$ cat src/hdl/wfs_regs.vh
`ifndef WFS_REGS_VH
`define WFS_REGS_VH
`define WFS_CLK_MHZ          25
`define WFS_BASE_TIMEOUT_US  10000
`define WFS_BASE_TIMEOUT_CYC (`WFS_BASE_TIMEOUT_US * `WFS_CLK_MHZ)
`define WFS_FILT_DELAY_US    10
`define WFS_FILT_DELAY_CYC   (`WFS_FILT_DELAY_US * `WFS_CLK_MHZ)
`define WFS_ADDR_CTRL        3'h0
`define WFS_ADDR_OLC         3'h1
`define WFS_ADDR_OCC         3'h5
`define WFS_ADDR_TSC         3'h6
`define WFS_KICK_BIT         15
`define WFS_ADDR_HI          14
`define WFS_ADDR_LO          12
`define WFS_DIV_HI           5
`define WFS_DIV_LO           4
`define WFS_FAILSAFE_DRIVE   12'h005
`define WFS_CFG_RESET        12'h000
`define WFS_NUM_OUT          12
`define WFS_NUM_HS           4
`endif

$ cat src/hdl/wfs_supervisor.v
`timescale 1ns/1ps
`include "wfs_regs.vh"
module wfs_supervisor
#(
  parameter [17:0] BASE_TIMEOUT_CYC = `WFS_BASE_TIMEOUT_CYC
)
(
  input  wire        mclk,
  input  wire        rst_b,
  input  wire        wakeInput,
  input  wire        resetInput_b,
  input  wire        kickInput,
  input  wire        failsafeDisableInput,
  input  wire        lowsideDirectInput,
  input  wire [3:0]  highsideDirectInputs,
  input  wire        chipSelect_b,
  input  wire        serialClock,
  input  wire        serialIn,
  input  wire        overVoltageSense,
  input  wire [11:0] overTempSense,
  input  wire [11:0] openLoadSense,
  input  wire [7:0]  overCurrentSense,
  output reg         highDriver0,
  output reg         highDriver2,
  output reg  [1:0]  highDriversOdd,
  output reg  [7:0]  lowDrivers,
  output reg         faultFlagOutput_b,
  output reg         serialOut,
  output reg         serialOutEn_b,
  output reg         failsafeActive
);

  // ---------------------------------------------------------------
  // Input synchronisers
  // ---------------------------------------------------------------
  localparam SW = 45;
  wire [SW-1:0] pinsRaw;
  reg  [SW-1:0] sync1_r;
  reg  [SW-1:0] sync2_r;

  // Every pin passes two flip-flops before any logic reads it.
  assign pinsRaw = {wakeInput, resetInput_b, kickInput,
                    failsafeDisableInput, lowsideDirectInput,
                    highsideDirectInputs, chipSelect_b, serialClock,
                    serialIn, overVoltageSense, overTempSense,
                    openLoadSense, overCurrentSense};

  always @(posedge mclk or negedge rst_b)
  begin
    if (!rst_b)
    begin
      sync1_r <= 45'h008_0000_0000; // Chip select idles high.
      sync2_r <= 45'h008_0000_0000; // No false select edge after reset.
    end
    else
    begin
      sync1_r <= pinsRaw;
      sync2_r <= sync1_r;
    end
  end

  wire        wake   = sync2_r[44];
  wire        rstIn  = sync2_r[43];
  wire        kickS  = sync2_r[42];
  wire        fsiS   = sync2_r[41];
  wire        lsDir  = sync2_r[40];
  wire [3:0]  hsDir  = sync2_r[39:36];
  wire        csS    = sync2_r[35];
  wire        sclkS  = sync2_r[34];
  wire        mosiS  = sync2_r[33];
  wire        ovS    = sync2_r[32];
  wire [11:0] otS    = sync2_r[31:20];
  wire [11:0] olS    = sync2_r[19:8];
  wire [7:0]  ocS    = sync2_r[7:0];

  // ---------------------------------------------------------------
  // Edge detection
  // ---------------------------------------------------------------
  reg wakePrev_r;
  reg rstPrev_r;
  reg kickPrev_r;
  reg csPrev_r;
  reg sclkPrev_r;

  // Previous values of the synchronised pins, for edge detection.
  always @(posedge mclk or negedge rst_b)
  begin
    if (!rst_b)
    begin
      wakePrev_r <= 1'b0;
      rstPrev_r  <= 1'b0;
      kickPrev_r <= 1'b0;
      csPrev_r   <= 1'b1;
      sclkPrev_r <= 1'b0;
    end
    else
    begin
      wakePrev_r <= wake;
      rstPrev_r  <= rstIn;
      kickPrev_r <= kickS;
      csPrev_r   <= csS;
      sclkPrev_r <= sclkS;
    end
  end

  wire wakeRise = wake & ~wakePrev_r;
  wire rstRise  = rstIn & ~rstPrev_r;
  wire csFall   = ~csS & csPrev_r;
  wire csRise   = csS & ~csPrev_r;
  wire sclkRise = ~csS & sclkS & ~sclkPrev_r;
  wire sclkFall = ~csS & ~sclkS & sclkPrev_r;

  // ---------------------------------------------------------------
  // Serial frame and configuration
  // ---------------------------------------------------------------
  reg  [15:0] shift_r;
  reg  [3:0]  bitCnt_r;
  reg         anyBits_r;
  reg         kickBit_r;
  reg  [11:0] ctrlCfg_r;
  reg  [11:0] olCfg_r;
  reg  [7:0]  ocCfg_r;
  reg  [1:0]  divCfg_r;
  reg  [11:0] stat_r;
  wire        frameOk = csRise & anyBits_r & (bitCnt_r == 4'h0);
  wire [2:0]  addr    = shift_r[`WFS_ADDR_HI:`WFS_ADDR_LO];
  wire        bitKick = frameOk & (shift_r[`WFS_KICK_BIT] != kickBit_r);
  wire [2:0]  odMux   = kickBit_r ? {hsDir[2], hsDir[3], wake}
                                  : {hsDir[0], hsDir[1], fsiS};

  // Shift register loads status at chip-select fall, takes data on
  // clock rise; bits past sixteen echo the received bits.
  always @(posedge mclk or negedge rst_b)
  begin
    if (!rst_b)
    begin
      shift_r   <= 16'h0000;
      bitCnt_r  <= 4'h0;
      anyBits_r <= 1'b0;
    end
    else if (csFall)
    begin
      shift_r   <= {kickBit_r, odMux, stat_r};
      bitCnt_r  <= 4'h0;
      anyBits_r <= 1'b0;
    end
    else if (sclkRise)
    begin
      shift_r   <= {shift_r[14:0], mosiS};
      bitCnt_r  <= bitCnt_r + 4'h1;
      anyBits_r <= 1'b1;
    end
  end

  // Configuration is applied at chip-select rise after a valid frame and
  // is held at zero while the reset input is low.
  always @(posedge mclk or negedge rst_b)
  begin
    if (!rst_b)
    begin
      kickBit_r <= 1'b0;
      ctrlCfg_r <= `WFS_CFG_RESET;
      olCfg_r   <= `WFS_CFG_RESET;
      ocCfg_r   <= 8'h00;
      divCfg_r  <= 2'h0;
    end
    else if (!rstIn)
    begin
      kickBit_r <= 1'b0;
      ctrlCfg_r <= `WFS_CFG_RESET;
      olCfg_r   <= `WFS_CFG_RESET;
      ocCfg_r   <= 8'h00;
      divCfg_r  <= 2'h0;
    end
    else if (frameOk)
    begin
      kickBit_r <= shift_r[`WFS_KICK_BIT];
      if (addr == `WFS_ADDR_CTRL)
        ctrlCfg_r <= shift_r[11:0];
      else if (addr == `WFS_ADDR_OLC)
        olCfg_r <= shift_r[11:0];
      else if (addr == `WFS_ADDR_OCC)
        ocCfg_r <= shift_r[11:4];
      else if (addr == `WFS_ADDR_TSC)
        divCfg_r <= shift_r[`WFS_DIV_HI:`WFS_DIV_LO];
    end
  end

  // Serial output drives only while chip select is low.
  always @(posedge mclk or negedge rst_b)
  begin
    if (!rst_b)
    begin
      serialOut     <= 1'b0;
      serialOutEn_b <= 1'b1;
    end
    else
    begin
      serialOutEn_b <= csS;
      if (csFall)
        serialOut <= kickBit_r;
      else if (sclkFall)
        serialOut <= shift_r[15];
    end
  end

  // ---------------------------------------------------------------
  // Watchdog and fail-safe
  // ---------------------------------------------------------------
  reg  [17:0] wdCnt_r;
  reg         wdEn_r;
  wire [17:0] wdLimit = BASE_TIMEOUT_CYC >> divCfg_r;
  wire        kick    = bitKick | (kickS ^ kickPrev_r);
  wire        fsiTied = ~fsiS;
  wire        expire  = wdEn_r & (wdCnt_r >= wdLimit - 18'h1);

  // Counter restarts on enable edges and kicks; expiry enters fail-safe
  // and both inputs low, or failsafeDisableInput low, take the device out again.
  always @(posedge mclk or negedge rst_b)
  begin
    if (!rst_b)
    begin
      wdEn_r         <= 1'b0;
      wdCnt_r        <= 18'h00000;
      failsafeActive <= 1'b0;
    end
    else if (fsiTied)
    begin
      wdEn_r         <= 1'b0;
      wdCnt_r        <= 18'h00000;
      failsafeActive <= 1'b0;
    end
    else if (failsafeActive)
    begin
      wdCnt_r <= 18'h00000;
      if (!wake && !rstIn)
      begin
        failsafeActive <= 1'b0;
        wdEn_r         <= 1'b0;
      end
    end
    else if (wakeRise || rstRise)
    begin
      wdEn_r  <= 1'b1;
      wdCnt_r <= 18'h00000;
    end
    else if (kick)
      wdCnt_r <= 18'h00000;
    else if (expire && (wake || rstIn))
      failsafeActive <= 1'b1;
    else if (wdEn_r)
      wdCnt_r <= wdCnt_r + 18'h1;
  end

  // ---------------------------------------------------------------
  // Output commands and protection
  // ---------------------------------------------------------------
  wire [11:0] cmd = ctrlCfg_r | {{8{lsDir}}, hsDir};
  reg  [11:0] cmdPrev_r;
  reg  [11:0] drive_r;
  reg  [7:0]  lsOtOff_r;
  reg  [7:0]  lsOcOff_r;
  reg  [7:0]  lsFlag_r;
  wire [7:0]  lsCmd = cmd[11:4];
  wire [7:0]  lsOc;
  wire [7:0]  lsOl;

  // Per low-driver fault filter: overcurrent while on, open load off.
  genvar g;
  generate
    for (g = 0; g < 8; g = g + 1)
    begin : lsFilt
      reg  [7:0] cnt_r;
      wire       ocRaw = drive_r[g+4] & ocCfg_r[g] & ocS[g];
      wire       olRaw = ~lsCmd[g] & olCfg_r[g+4] & olS[g+4];
      wire       raw   = lsCmd[g] ? ocRaw : olRaw;
      wire       done  = (cnt_r == `WFS_FILT_DELAY_CYC);
      always @(posedge mclk or negedge rst_b)
      begin
        if (!rst_b)
          cnt_r <= 8'h00;
        else if (!raw)
          cnt_r <= 8'h00;
        else if (!done)
          cnt_r <= cnt_r + 8'h1;
      end
      assign lsOc[g] = done & lsCmd[g];
      assign lsOl[g] = done & ~lsCmd[g];
    end
  endgenerate

  wire [7:0]  lsOt     = otS[11:4] & lsCmd;
  wire [3:0]  hsOt     = otS[3:0] & cmd[3:0];
  wire [3:0]  hsOl     = olS[3:0] & ~cmd[3:0] & ~olCfg_r[3:0];
  wire [7:0]  lsFault  = lsOt | lsOc | lsOl;
  wire [11:0] faultNow = {lsOtOff_r | lsOcOff_r | lsOl, hsOt | hsOl}
                         | {12{ovS}};
  wire [7:0]  lsToggle = lsCmd ^ cmdPrev_r[11:4];

  // Low-driver shutdown latches clear only once the output is commanded
  // off, so a cooled or retried output never restarts by itself.
  always @(posedge mclk or negedge rst_b)
  begin
    if (!rst_b)
    begin
      cmdPrev_r <= 12'h000;
      lsOtOff_r <= 8'h00;
      lsOcOff_r <= 8'h00;
      lsFlag_r  <= 8'h00;
    end
    else
    begin
      cmdPrev_r <= cmd;
      lsOtOff_r <= lsOt | (lsOtOff_r & lsCmd);
      lsOcOff_r <= lsOc | (lsOcOff_r & lsCmd);
      if (!rstIn)
        lsFlag_r <= 8'h00;
      else
        lsFlag_r <= lsFault | (lsFlag_r & ~lsToggle);
    end
  end

  // Status bits: a fault sets, chip-select rise clears; set wins.
  always @(posedge mclk or negedge rst_b)
  begin
    if (!rst_b)
      stat_r <= 12'h000;
    else
      stat_r <= faultNow | (stat_r & ~{12{csRise}});
  end

  // Output drive, in priority order: fail-safe, reset, overvoltage.
  always @(posedge mclk or negedge rst_b)
  begin
    if (!rst_b)
      drive_r <= 12'h000;
    else if (failsafeActive)
      drive_r <= `WFS_FAILSAFE_DRIVE;
    else if (!rstIn)
      drive_r <= 12'h000;
    else if (ovS)
      drive_r <= 12'h000;
    else
      drive_r <= {lsCmd & ~lsOtOff_r & ~lsOcOff_r & ~lsOt,
                  cmd[3:0] & ~otS[3:0]};
  end

  // Pin registers follow the drive vector; fault flag is active low.
  always @(posedge mclk or negedge rst_b)
  begin
    if (!rst_b)
    begin
      highDriver0       <= 1'b0;
      highDriver2       <= 1'b0;
      highDriversOdd    <= 2'h0;
      lowDrivers        <= 8'h00;
      faultFlagOutput_b <= 1'b1;
    end
    else
    begin
      highDriver0       <= drive_r[0];
      highDriver2       <= drive_r[2];
      highDriversOdd    <= {drive_r[3], drive_r[1]};
      lowDrivers        <= drive_r[11:4];
      faultFlagOutput_b <= ~(ovS | (|hsOt) | (|hsOl) | (|lsFlag_r));
    end
  end

endmodule

$ cat config.mk
export PLATFORM = sky130hd
export DESIGN_NAME = wfs_supervisor
export DESIGN_NICKNAME = d
export VERILOG_FILES = /design/src/hdl/wfs_supervisor.v
export VERILOG_INCLUDE_DIRS = /design/src /design/src/hdl
export SDC_FILE = /design/constraint.sdc
export NUM_CORES = 1
export LEC_CHECK = 0
export BUFFER_PORTS_ARGS = -buffer_cell sky130_fd_sc_hd__clkbuf_2
export CORE_MARGIN = 2
export CORE_UTILIZATION = 45
export CTS_CLUSTER_DIAMETER = 200
export DETAILED_ROUTE_END_ITERATION = 12
export PLACE_DENSITY = 0.7
export REMOVE_ABC_BUFFERS = 1
export SYNTH_ARGS = -nofsm -noshare
export SYNTH_HDL_FRONTEND = slang
export SYNTH_SLANG_ARGS = --single-unit
$ cat constraint.sdc
create_clock -name mclk -period 2.8 [get_ports mclk]
set_input_delay 0.56 -clock mclk [delete_from_list [all_inputs] [get_ports mclk]]
set_output_delay 0.56 -clock mclk [all_outputs]
set_load 0.02 [all_outputs]
==> metrics.txt, run 1 <==
Seq/Total Area, Yosys=62.6%; worst flop-to-flop path startpoint=divCfg_r[0]; CP Data Required Time=3.22 ns; YS warnings=0; die height=169 µm; antenna violations before repair=0; crit path time final=2.94 ns; number of routed nets with antenna violations=0; root buf cell=clkbuf_16; most common cell in the netlist=dfrtp_1; TritonCTS buffer count=34; io pins=63; vias in the first global route=7812; Initial Util=45.6%; Die W=169 µm; Hold Path Class=input port to asynchronous set/reset pin; fmax=341 MHz; Area Overhead vs Synth=18.3%; die area=0.0285 mm²; post-synth top area share=61.7%; slew of the pin with the lowest slew margin=1.17 ns; setup slack, reg-to-reg=-0.14 ns; global-route wire length before repair=40000 µm; Worst Clk Skew=0.0131 ns; DP HPWL=15900 µm; Post-Syn Area per Cell=11.7 µm²; VDD IR max=0.487 mV; WL/cell=16.0 µm; CTS Sinks=305; PortBufs=62; number of DRC markers in iteration 0=704; reg2reg end=wdCnt_r[14]; largest cells by area after synthesis=dfrtp_1 62%, ha_1 4.5%, nor2_1 4.1%, mux2i_1 3.1%, a21oi_1 2.5%; top_reg_cell synth=dfrtp_1; Layout Utilization=53.9%; Reg clk slew, reported paths=0.06 ns; Setup CP Type=flip-flop to flip-flop; R2R depth=13; drt first pass iters=6; maximum buffer depth of the clock tree=3; outcome=finished, violations left; mapped cell area=0.0122 mm²; Slew Viols, Final=0; dpl cells=1466; CTS tree=done; count of final hold-check violations=0; asr flop ratio synth=100%; Yosys cell types=54; Critical Path End Type=flip-flop; final worst slack=-0.136 ns; Synth top cells by count=301 x dfrtp_1, 133 x nor2_1, 61 x a21oi_1, 49 x inv_1, 47 x nand2_1; share of layout cells above drive strength 1=17.1%; Max Cap Viol=0; final setup vio count=12; GRT Overall Usage=17.4%; Total Wirelength=24600 µm; failing checks=setup timing; H-tree Lvls=2; Layout Nets=1264; Rel. slew slack=21.5%; P_leak=6.57 nW; Via Count=8098; post-route insts no fill=1537; RD Place Congestion=0.873; n_diodes=0; DRC viols=0; leading area contributor after synthesis=dfrtp_1; routed vias/inst=5.27; Post-synth EDFFs=0; flop and latch count out of synthesis=305; crit path DAT=3.35 ns; Hold WS=0.0357 ns; core footprint=0.0268 mm²; Worst Path Max Fanout=7; largest net degree at the start of global routing=71; row cnt=60; total grt overflow=0; RSZ-0062 raised after global routing=true; final period utilization=105%; crit path launch type=flip-flop; Clock Latency Late Sink=0.50 ns; synthesized netlist cell count=1048; Cell Pwr Density=637 mW/mm²
## critical path, stage by stage (launching register included)
cell and delay, ns:
dfrtp_2 0.45, inv_4 0.10, ha_4 0.20, o211ai_1 0.16, a21oi_1 0.10, ha_1 0.31
nand4_1 0.14, nor2_1 0.09, a221oi_2 0.29, buf_4 0.16, nand4_1 0.14, buf_6 0.19
or4_4 0.41, a21oi_2 0.12
## state kept, by name, summed over array words and instances (netlist names), 4 cells and up
name / count
stat_r: 12
ctrlCfg_r: 12
lowDrivers: 8
lsOcOff_r: 8
lsFlag_r: 8
sync2_r: 45
olCfg_r: 12
bitCnt_r: 4
lsFilt.cnt_r: 64
lsOtOff_r: 8
shift_r: 16
wdCnt_r: 18
ocCfg_r: 8
sync1_r: 45
drive_r: 12
cmdPrev_r: 8
## cell families (layout without fill, tap and decap cells)
kind of cell	count (synthesis)	count (layout)	share of synthesized area, %
AND/OR/NAND/NOR	381	381	15.8
flip-flops	305	305	62.6
AO/OA/AOI/OAI	157	157	8.05
buffers and inverters	74	222	2.43
XOR/XNOR	48	48	3.44
adder cells (fa/ha/maj)	44	44	4.51
multiplexers	39	39	3.21
## layout make-up
| class | instances | area [µm²] |
|---|---|---|
| timing repair buffer | 113 | 783 |
| sequential | 305 | 7640 |
| fill | 2254 | 12400 |
| clock inverter | 13 | 78.8 |
| tap | 341 | 427 |
| inverter | 50 | 190 |
| multi-input combinational | 669 | 4370 |
| clock buffer | 46 | 957 |
## layout by cell type (no fill, tap or decap), drive strengths merged, types with 6 or more instances in the layout
cell	netlist	final
nor2b	39	39
xor2	28	28
mux2i	38	38
nor4	12	12
a222oi	11	11
o21ai	38	38
inv	50	51
nor2	135	135
nor3	17	17
and3	11	11
nand2	48	48
ha	44	44
xnor2	20	20
nand2b	6	6
clkinv	0	11
nand3b	8	8
or3	28	28
dfrtp	301	301
a21oi	61	61
buf	6	52
o21a	8	8
clkbuf	18	107
nor3b	6	6
a221o	9	9
nand4	10	10
a31oi	9	9
nand3	47	47
## what timing repair did
item                       in CTS  in global routing
hold buffers                    0                  0
gates resized for setup         5                 31
buffers inserted                4                  7
gates cloned                    0                  1
setup endpoints to repair       9                 19
pin swaps                       4                 28
## worst max path at each step
stage	startpoint	endpoint	slack, ns	cells after the start
after floorplan	divCfg_r[0]	wdCnt_r[14]	0.02	11
after global placement	divCfg_r[0]	wdCnt_r[9]	0.09	11
after detailed placement	divCfg_r[0]	wdCnt_r[9]	-0.03	11
after CTS	divCfg_r[0]	wdCnt_r[10]	0.009	12
after global routing	divCfg_r[0]	wdCnt_r[14]	-0.27	13
final	divCfg_r[0]	wdCnt_r[14]	-0.14	13
## per-layer routing
metal | share of wire, % | track usage, % | routed length (µm) | vias to the layer above
li1 | - | - | - | 3872
met1 | 47 | 24.9 | 11600 | 3984
met2 | 46 | 27.1 | 11200 | 184
met3 | 4.4 | 2.71 | 1070 | 58
met4 | 2.9 | 5.96 | 705 | 0
met5 | 0 | 0 | 0 | -
## metrics by stage
| step | area (µm²) | setup TNS, ns | total power, mW | setup WS, ns |
|---|---|---|---|---|
| 4_1_cts | 14300 | 0 | 9.30 | 0.00940 |
| 3_5_place_dp | 13200 | -0.0265 | 5.17 | -0.0264 |
| 5_1_grt | 14400 | -3.12 | 9.58 | -0.267 |
| 2_1_floorplan | 12100 | 0 | 4.91 | 0.0195 |
| 3_3_place_gp | 13200 | 0 | 5.16 | 0.0898 |
| 6_report | 14400 | -0.636 | 9.20 | -0.136 |
## report_power, final
group | switching [mW] | internal (mW) | leakage (nW) | total (mW)
Clock | 1.69 | 2.40 | 0.516 | 4.09
Sequential | 0.138 | 4.56 | 3.90 | 4.70
Combinational | 0.243 | 0.165 | 2.16 | 0.408
No activity file was read; power rests on OpenSTA's default activity.
==> run 2: changes to the inputs <==
--- a/config.mk
+++ b/config.mk
@@ -9,6 +9,7 @@
 export BUFFER_PORTS_ARGS = -buffer_cell sky130_fd_sc_hd__clkbuf_2
 export CORE_MARGIN = 2
 export CORE_UTILIZATION = 45
+export CTS_BUF_LIST = sky130_fd_sc_hd__clkbuf_16
 export CTS_CLUSTER_DIAMETER = 200
 export DETAILED_ROUTE_END_ITERATION = 12
 export PLACE_DENSITY = 0.7
==> run 2 against run 1 <==
The run still ends with setup timing left. Core utilization decreased by 0.17 points. Global-route usage hardly changed. Fmax rose by 0.17%. Worst hold slack gained 0.0056 ns. Flip-flop and latch count unchanged. Register-to-register slack about the same. Largest power group unchanged.
==> metrics.txt, run 2 (same netlist as run 1, synthesis figures left out) <==
met3 routed WL=1200 µm; die height=169 µm; failing checks=setup timing; CP Data Required Time=3.21 ns; total grt overflow=0; biggest registers after layout=lsFilt.cnt_r (64), sync1_r (45), sync2_r (45); setup slack, reg-to-reg=-0.13 ns; Area Overhead vs Synth=17.9%; WL/cell=16.0 µm; slowest stage cell, crit path=dfrtp_2; fmax=341 MHz; Critical Path End Type=flip-flop; DR WL met2=11300 µm; RSZ-0062 raised after global routing=true; Largest register FFs=64; Hold Path Class=input port to asynchronous set/reset pin; CTS tree=done; count of final hold-check violations=0; Worst Clk Skew=0.0151 ns; crit path launch type=flip-flop; n_diodes=0; final period utilization=105%; Max Cap Viol=0; crit path DAT=3.35 ns; share of layout cells above drive strength 1=16.8%; largest net degree at the start of global routing=71; CTS Sinks=305; TritonCTS buffer count=34; fillcell total=2260; worst flop-to-flop path startpoint=divCfg_r[0]; antenna violations before repair=0; crit-path max cell delay=0.46 ns; cts hold-fix bufs=0; slew of the pin with the lowest slew margin=1.22 ns; row cnt=60; worst path cell trace=inv_4 > ha_4 > o211ai_1 > a21oi_1 > ha_1 > nand4_1 > nor2_1 > a221oi_2 > buf_4 > nand4_1 > buf_6 > or4_4 > a21oi_2; PortBufs=62; die area=0.0285 mm²; io pins=63; crit path time final=2.93 ns; P_leak=6.58 nW; Worst Path Max Fanout=7; Reg clk slew, reported paths=0.06 ns; global-route wire length before repair=40000 µm; final setup vio count=12; routed vias/inst=5.26; final worst slack=-0.131 ns; M1 WL=11500 µm; number of routed nets with antenna violations=0; Total Wirelength=24500 µm; vias in the first global route=7811; RD Place Congestion=0.873; Clock Latency Late Sink=0.50 ns; H-tree Lvls=2; dpl cells=1466; Buf/Inv on CP=3; outcome=finished, violations left; Slew Viols, Final=0; reg2reg end=wdCnt_r[14]; Top Family by Delay on Critical Path=simple AND/OR/NAND/NOR gates; Layout Nets=1263; VDD IR max=0.485 mV; Initial Util=45.6%; GRT Overall Usage=17.3%; Via Count=8075; core footprint=0.0268 mm²; R2R depth=13; Layout Utilization=53.7%; root buf cell=clkbuf_16; number of DRC markers in iteration 0=688; CP dominant cell by count=nand4_1; Max Used Layer=met4; drt first pass iters=8; maximum buffer depth of the clock tree=3; Cell Pwr Density=629 mW/mm²; Rel. slew slack=18.4%; Die W=169 µm; Hold WS=0.0413 ns; post-route insts no fill=1536; DP HPWL=15900 µm; DRC viols=0; Setup CP Type=flip-flop to flip-flop; most common cell after layout, fill and taps aside=dfrtp_1; Biggest register=lsFilt.cnt_r; most frequent cells in the layout=300 x dfrtp_1, 133 x nor2_1, 61 x clkbuf_2
[run 2: cell count changes in the layout (fill, tap and decap cells not counted), sizes merged]
cell    before  now
buf         52   51
clkbuf     107   96
clkinv      11   15
inv         51   58
[run 2: cell type report]
class	instances	area, µm²	share of cell area, %
repair buffers	112	776	5.39
clock buffers	35	876	6.08
well taps	341	427	2.96
inverters	50	190	1.32
flip-flops and latches	305	7640	53.1
clock inverters	24	120	0.834
multi-input cells	669	4370	30.3
[run 2: repair_timing]
item                                    4_1_cts  5_1_grt
gates resized for setup                       5       32
endpoints found under the setup margin        9       19
gates cloned                                  0        1
buffers inserted                              4        6
pin swaps                                     4       28
[run 2: how the worst max path moves through the flow]
stage	startpoint	end	slack, ns	cells past startpoint
2_1_floorplan	divCfg_r[0]	wdCnt_r[14]	0.02	11
6_report	divCfg_r[0]	wdCnt_r[14]	-0.13	13
3_3_place_gp	divCfg_r[0]	wdCnt_r[9]	0.09	11
5_1_grt	divCfg_r[0]	wdCnt_r[14]	-0.27	13
4_1_cts	divCfg_r[0]	wdCnt_r[10]	0.009	12
3_5_place_dp	divCfg_r[0]	wdCnt_r[9]	-0.03	11
[run 2: stage by stage]
step                TNS (ns)  cell area [µm²]  setup WS, ns  total power, mW
global placement           0            13200        0.0898             5.16
CTS                        0            14200       0.00919             9.16
global route           -3.10            14400        -0.266             9.43
floorplan                  0            12100        0.0195             4.91
detailed placement   -0.0265            13200       -0.0264             5.17
finish                -0.571            14400        -0.131             9.06
[run 2: per-layer routing]
| metal | track usage (%) | vias to the layer above |
|---|---|---|
| met5 | 0 | - |
| met4 | 5.70 | 0 |
| met3 | 2.71 | 46 |
| met2 | 27.3 | 209 |
| met1 | 24.8 | 3948 |
| li1 | - | 3872 |
[run 2: power by group]
part / switching [mW] / leakage [nW] / internal [mW] / total, mW
Sequential: 0.139 / 3.90 / 4.56 / 4.70
Combinational: 0.242 / 2.15 / 0.165 / 0.407
Clock: 1.68 / 0.523 / 2.27 / 3.95
==> run 3: changes to the inputs <==
--- a/config.mk
+++ b/config.mk
@@ -7,6 +7,7 @@
 export NUM_CORES = 1
 export LEC_CHECK = 0
 export BUFFER_PORTS_ARGS = -buffer_cell sky130_fd_sc_hd__clkbuf_2
+export CORE_ASPECT_RATIO = 0.7
 export CORE_MARGIN = 2
 export CORE_UTILIZATION = 45
 export CTS_BUF_LIST = sky130_fd_sc_hd__clkbuf_16
==> run 3 against run 2 <==
The run now ends clean. Cell area shrank 0.44%. Register-to-register slack better by 0.15 ns. Sequential share of layout area is 0.24 points higher. Routed wire length grew 0.60%. Setup slack improved by 0.15 ns. Flip-flop and latch count stayed put. Non-clock buffer count shrank 6. Critical endpoint is now wdCnt_r[10]. Highest routed layer unchanged.
==> metrics.txt, run 3 (same netlist as run 1, synthesis figures left out) <==
outcome=finished clean; CTS Sinks=305; Cell Pwr Density=628 mW/mm²; Buf/Inv on CP=2; Layout Nets=1253; Largest register FFs=64; antenna violations before repair=0; Setup CP Type=flip-flop to flip-flop; vias in the first global route=7911; dpl ws=-0.0211 ns; setup TNS=0 ns; number of routed nets with antenna violations=0; CP Data Required Time=3.28 ns; PortBufs=62; biggest registers after layout=lsFilt.cnt_r (64), sync1_r (45), sync2_r (45); fillcell total=2332; DP HPWL=16500 µm; Top Family by Delay on Critical Path=simple AND/OR/NAND/NOR gates; global-route wire length before repair=40700 µm; total grt overflow=0; Worst Path Max Fanout=5; maximum buffer depth of the clock tree=3; Slew Viols, Final=0; final setup vio count=0; die area=0.0285 mm²; Biggest register=lsFilt.cnt_r; crit-path max cell delay=0.53 ns; RSZ-0062 raised after global routing=true; TritonCTS buffer count=29; crit path launch type=flip-flop; share of layout cells above drive strength 1=16.1%; RD Place Congestion=0.809; number of DRC markers in iteration 0=680; die height=142 µm; Via Count=8072; Area Overhead vs Synth=17.4%; drt first pass iters=7; VDD IR max=0.552 mV; most frequent cells in the layout=299 x dfrtp_1, 132 x nor2_1, 61 x clkbuf_2; core footprint=0.0267 mm²; Hold Path Class=input port to flip-flop; Clock Latency Late Sink=0.55 ns; P_leak=6.50 nW; slew of the pin with the lowest slew margin=1.26 ns; Critical Path End Type=flip-flop; WL/cell=16.0 µm; Rel. slew slack=15.5%; Hold WS=0.101 ns; Total Wirelength=24700 µm; Reg clk slew, reported paths=0.06 ns; Initial Util=45.7%; CTS tree=done; final period utilization=99.5%; fin area=0.0143 mm²; count of final hold-check violations=0; crit path DAT=3.26 ns; Worst Clk Skew=0.0158 ns; largest net degree at the start of global routing=73; io pins=63; root buf cell=clkbuf_16; post-place instance area=0.0132 mm²; slowest stage cell, crit path=or4_4; final worst slack=0.0136 ns; GRT Overall Usage=17.6%; crit path time final=2.79 ns; worst path cell trace=inv_4 > ha_4 > o211ai_1 > a21oi_1 > ha_1 > nand4_1 > nor2_1 > a221oi_2 > buf_4 > nand3_4 > or4_4 > a21oi_2; routed vias/inst=5.22; DRC viols=0; Die W=201 µm; most common cell after layout, fill and taps aside=dfrtp_1; fmax=359 MHz; n_diodes=0; Max Cap Viol=0; H-tree Lvls=1; row cnt=50
==> run 3: cell count changes in the layout (fill, tap and decap cells not counted), moves of 3 or more <==
cell,delta
a21oi_1,+3
bufinv_16,+4
inv_1,-4
buf_4,-3
clkbuf_16,-6
a21oi_2,-3
buf_6,-5
==> run 3: routing by layer <==
metal | share of wire [%] | vias to the layer above | global-route usage [%]
li1 | - | 3849 | -
met1 | 51 | 4006 | 27.1
met2 | 43 | 176 | 26.0
met3 | 4.3 | 41 | 2.92
met4 | 2.1 | 0 | 4.37
met5 | 0 | - | 0
==> run 3: worst reg2reg max path, stage by stage, from the launching register on <==
cell and delay (ns):
dfrtp_2 0.47, inv_4 0.12, ha_4 0.20, o211ai_1 0.15
a21oi_1 0.10, ha_1 0.27, nand4_1 0.11, nor2_1 0.06
a221oi_2 0.25, buf_4 0.18, nand3_4 0.12, or4_4 0.53
a21oi_2 0.15
==> run 3: timing repair <==
| action | in CTS | in global routing |
|---|---|---|
| cloned | 0 | 3 |
| hold buffers | 1 | 0 |
| setup endpoints to repair | 10 | 18 |
| gates resized for setup | 5 | 27 |
| setup buffers | 2 | 4 |
| hold endpoints to repair | 35 | 0 |
| pin swaps | 2 | 10 |
==> run 3: path summary, 6_finish.rpt <==
path	cells after the start	endpoint	slack, ns	start
hold / removal	1	sync1_r[35]	0.10	chipSelect_b
setup / recovery	12	wdCnt_r[10]	0.01	divCfg_r[0]
hold reg to reg	0	sync2_r[16]	0.35	sync1_r[16]
setup reg to reg	12	wdCnt_r[10]	0.01	divCfg_r[0]
min in group asynchronous	2	wdCnt_r[15]	0.57	rst_b
max in group asynchronous	3	lsFilt[5].cnt_r[5]	1.36	rst_b
==> run 3: layout make-up <==
type / instances / area, µm² / area share (%)
Sequential cell: 305 / 7640 / 53.3
Inverter: 50 / 193 / 1.34
Multi-Input combinational cell: 670 / 4400 / 30.7
Clock inverter: 23 / 225 / 1.57
Timing Repair Buffer: 106 / 697 / 4.86
Clock buffer: 29 / 726 / 5.06
Tap cell: 364 / 455 / 3.18
==> run 3: where the power goes <==
group | internal [mW] | switching (mW)
clock | 2.26 | 1.64
sequential | 4.56 | 0.140
combinational | 0.155 | 0.242
total | 6.97 | 2.02
==> run 3: through the flow <==
stage          power (mW)  utilization (%)  instances
4_1_cts              9.10             53.1       1540
5_1_grt              9.35             53.7       1547
3_3_place_gp         5.16             49.4       1485
2_1_floorplan        4.91                -       1024
6_report             9.00             53.7       1547
3_5_place_dp         5.17             49.4       1485
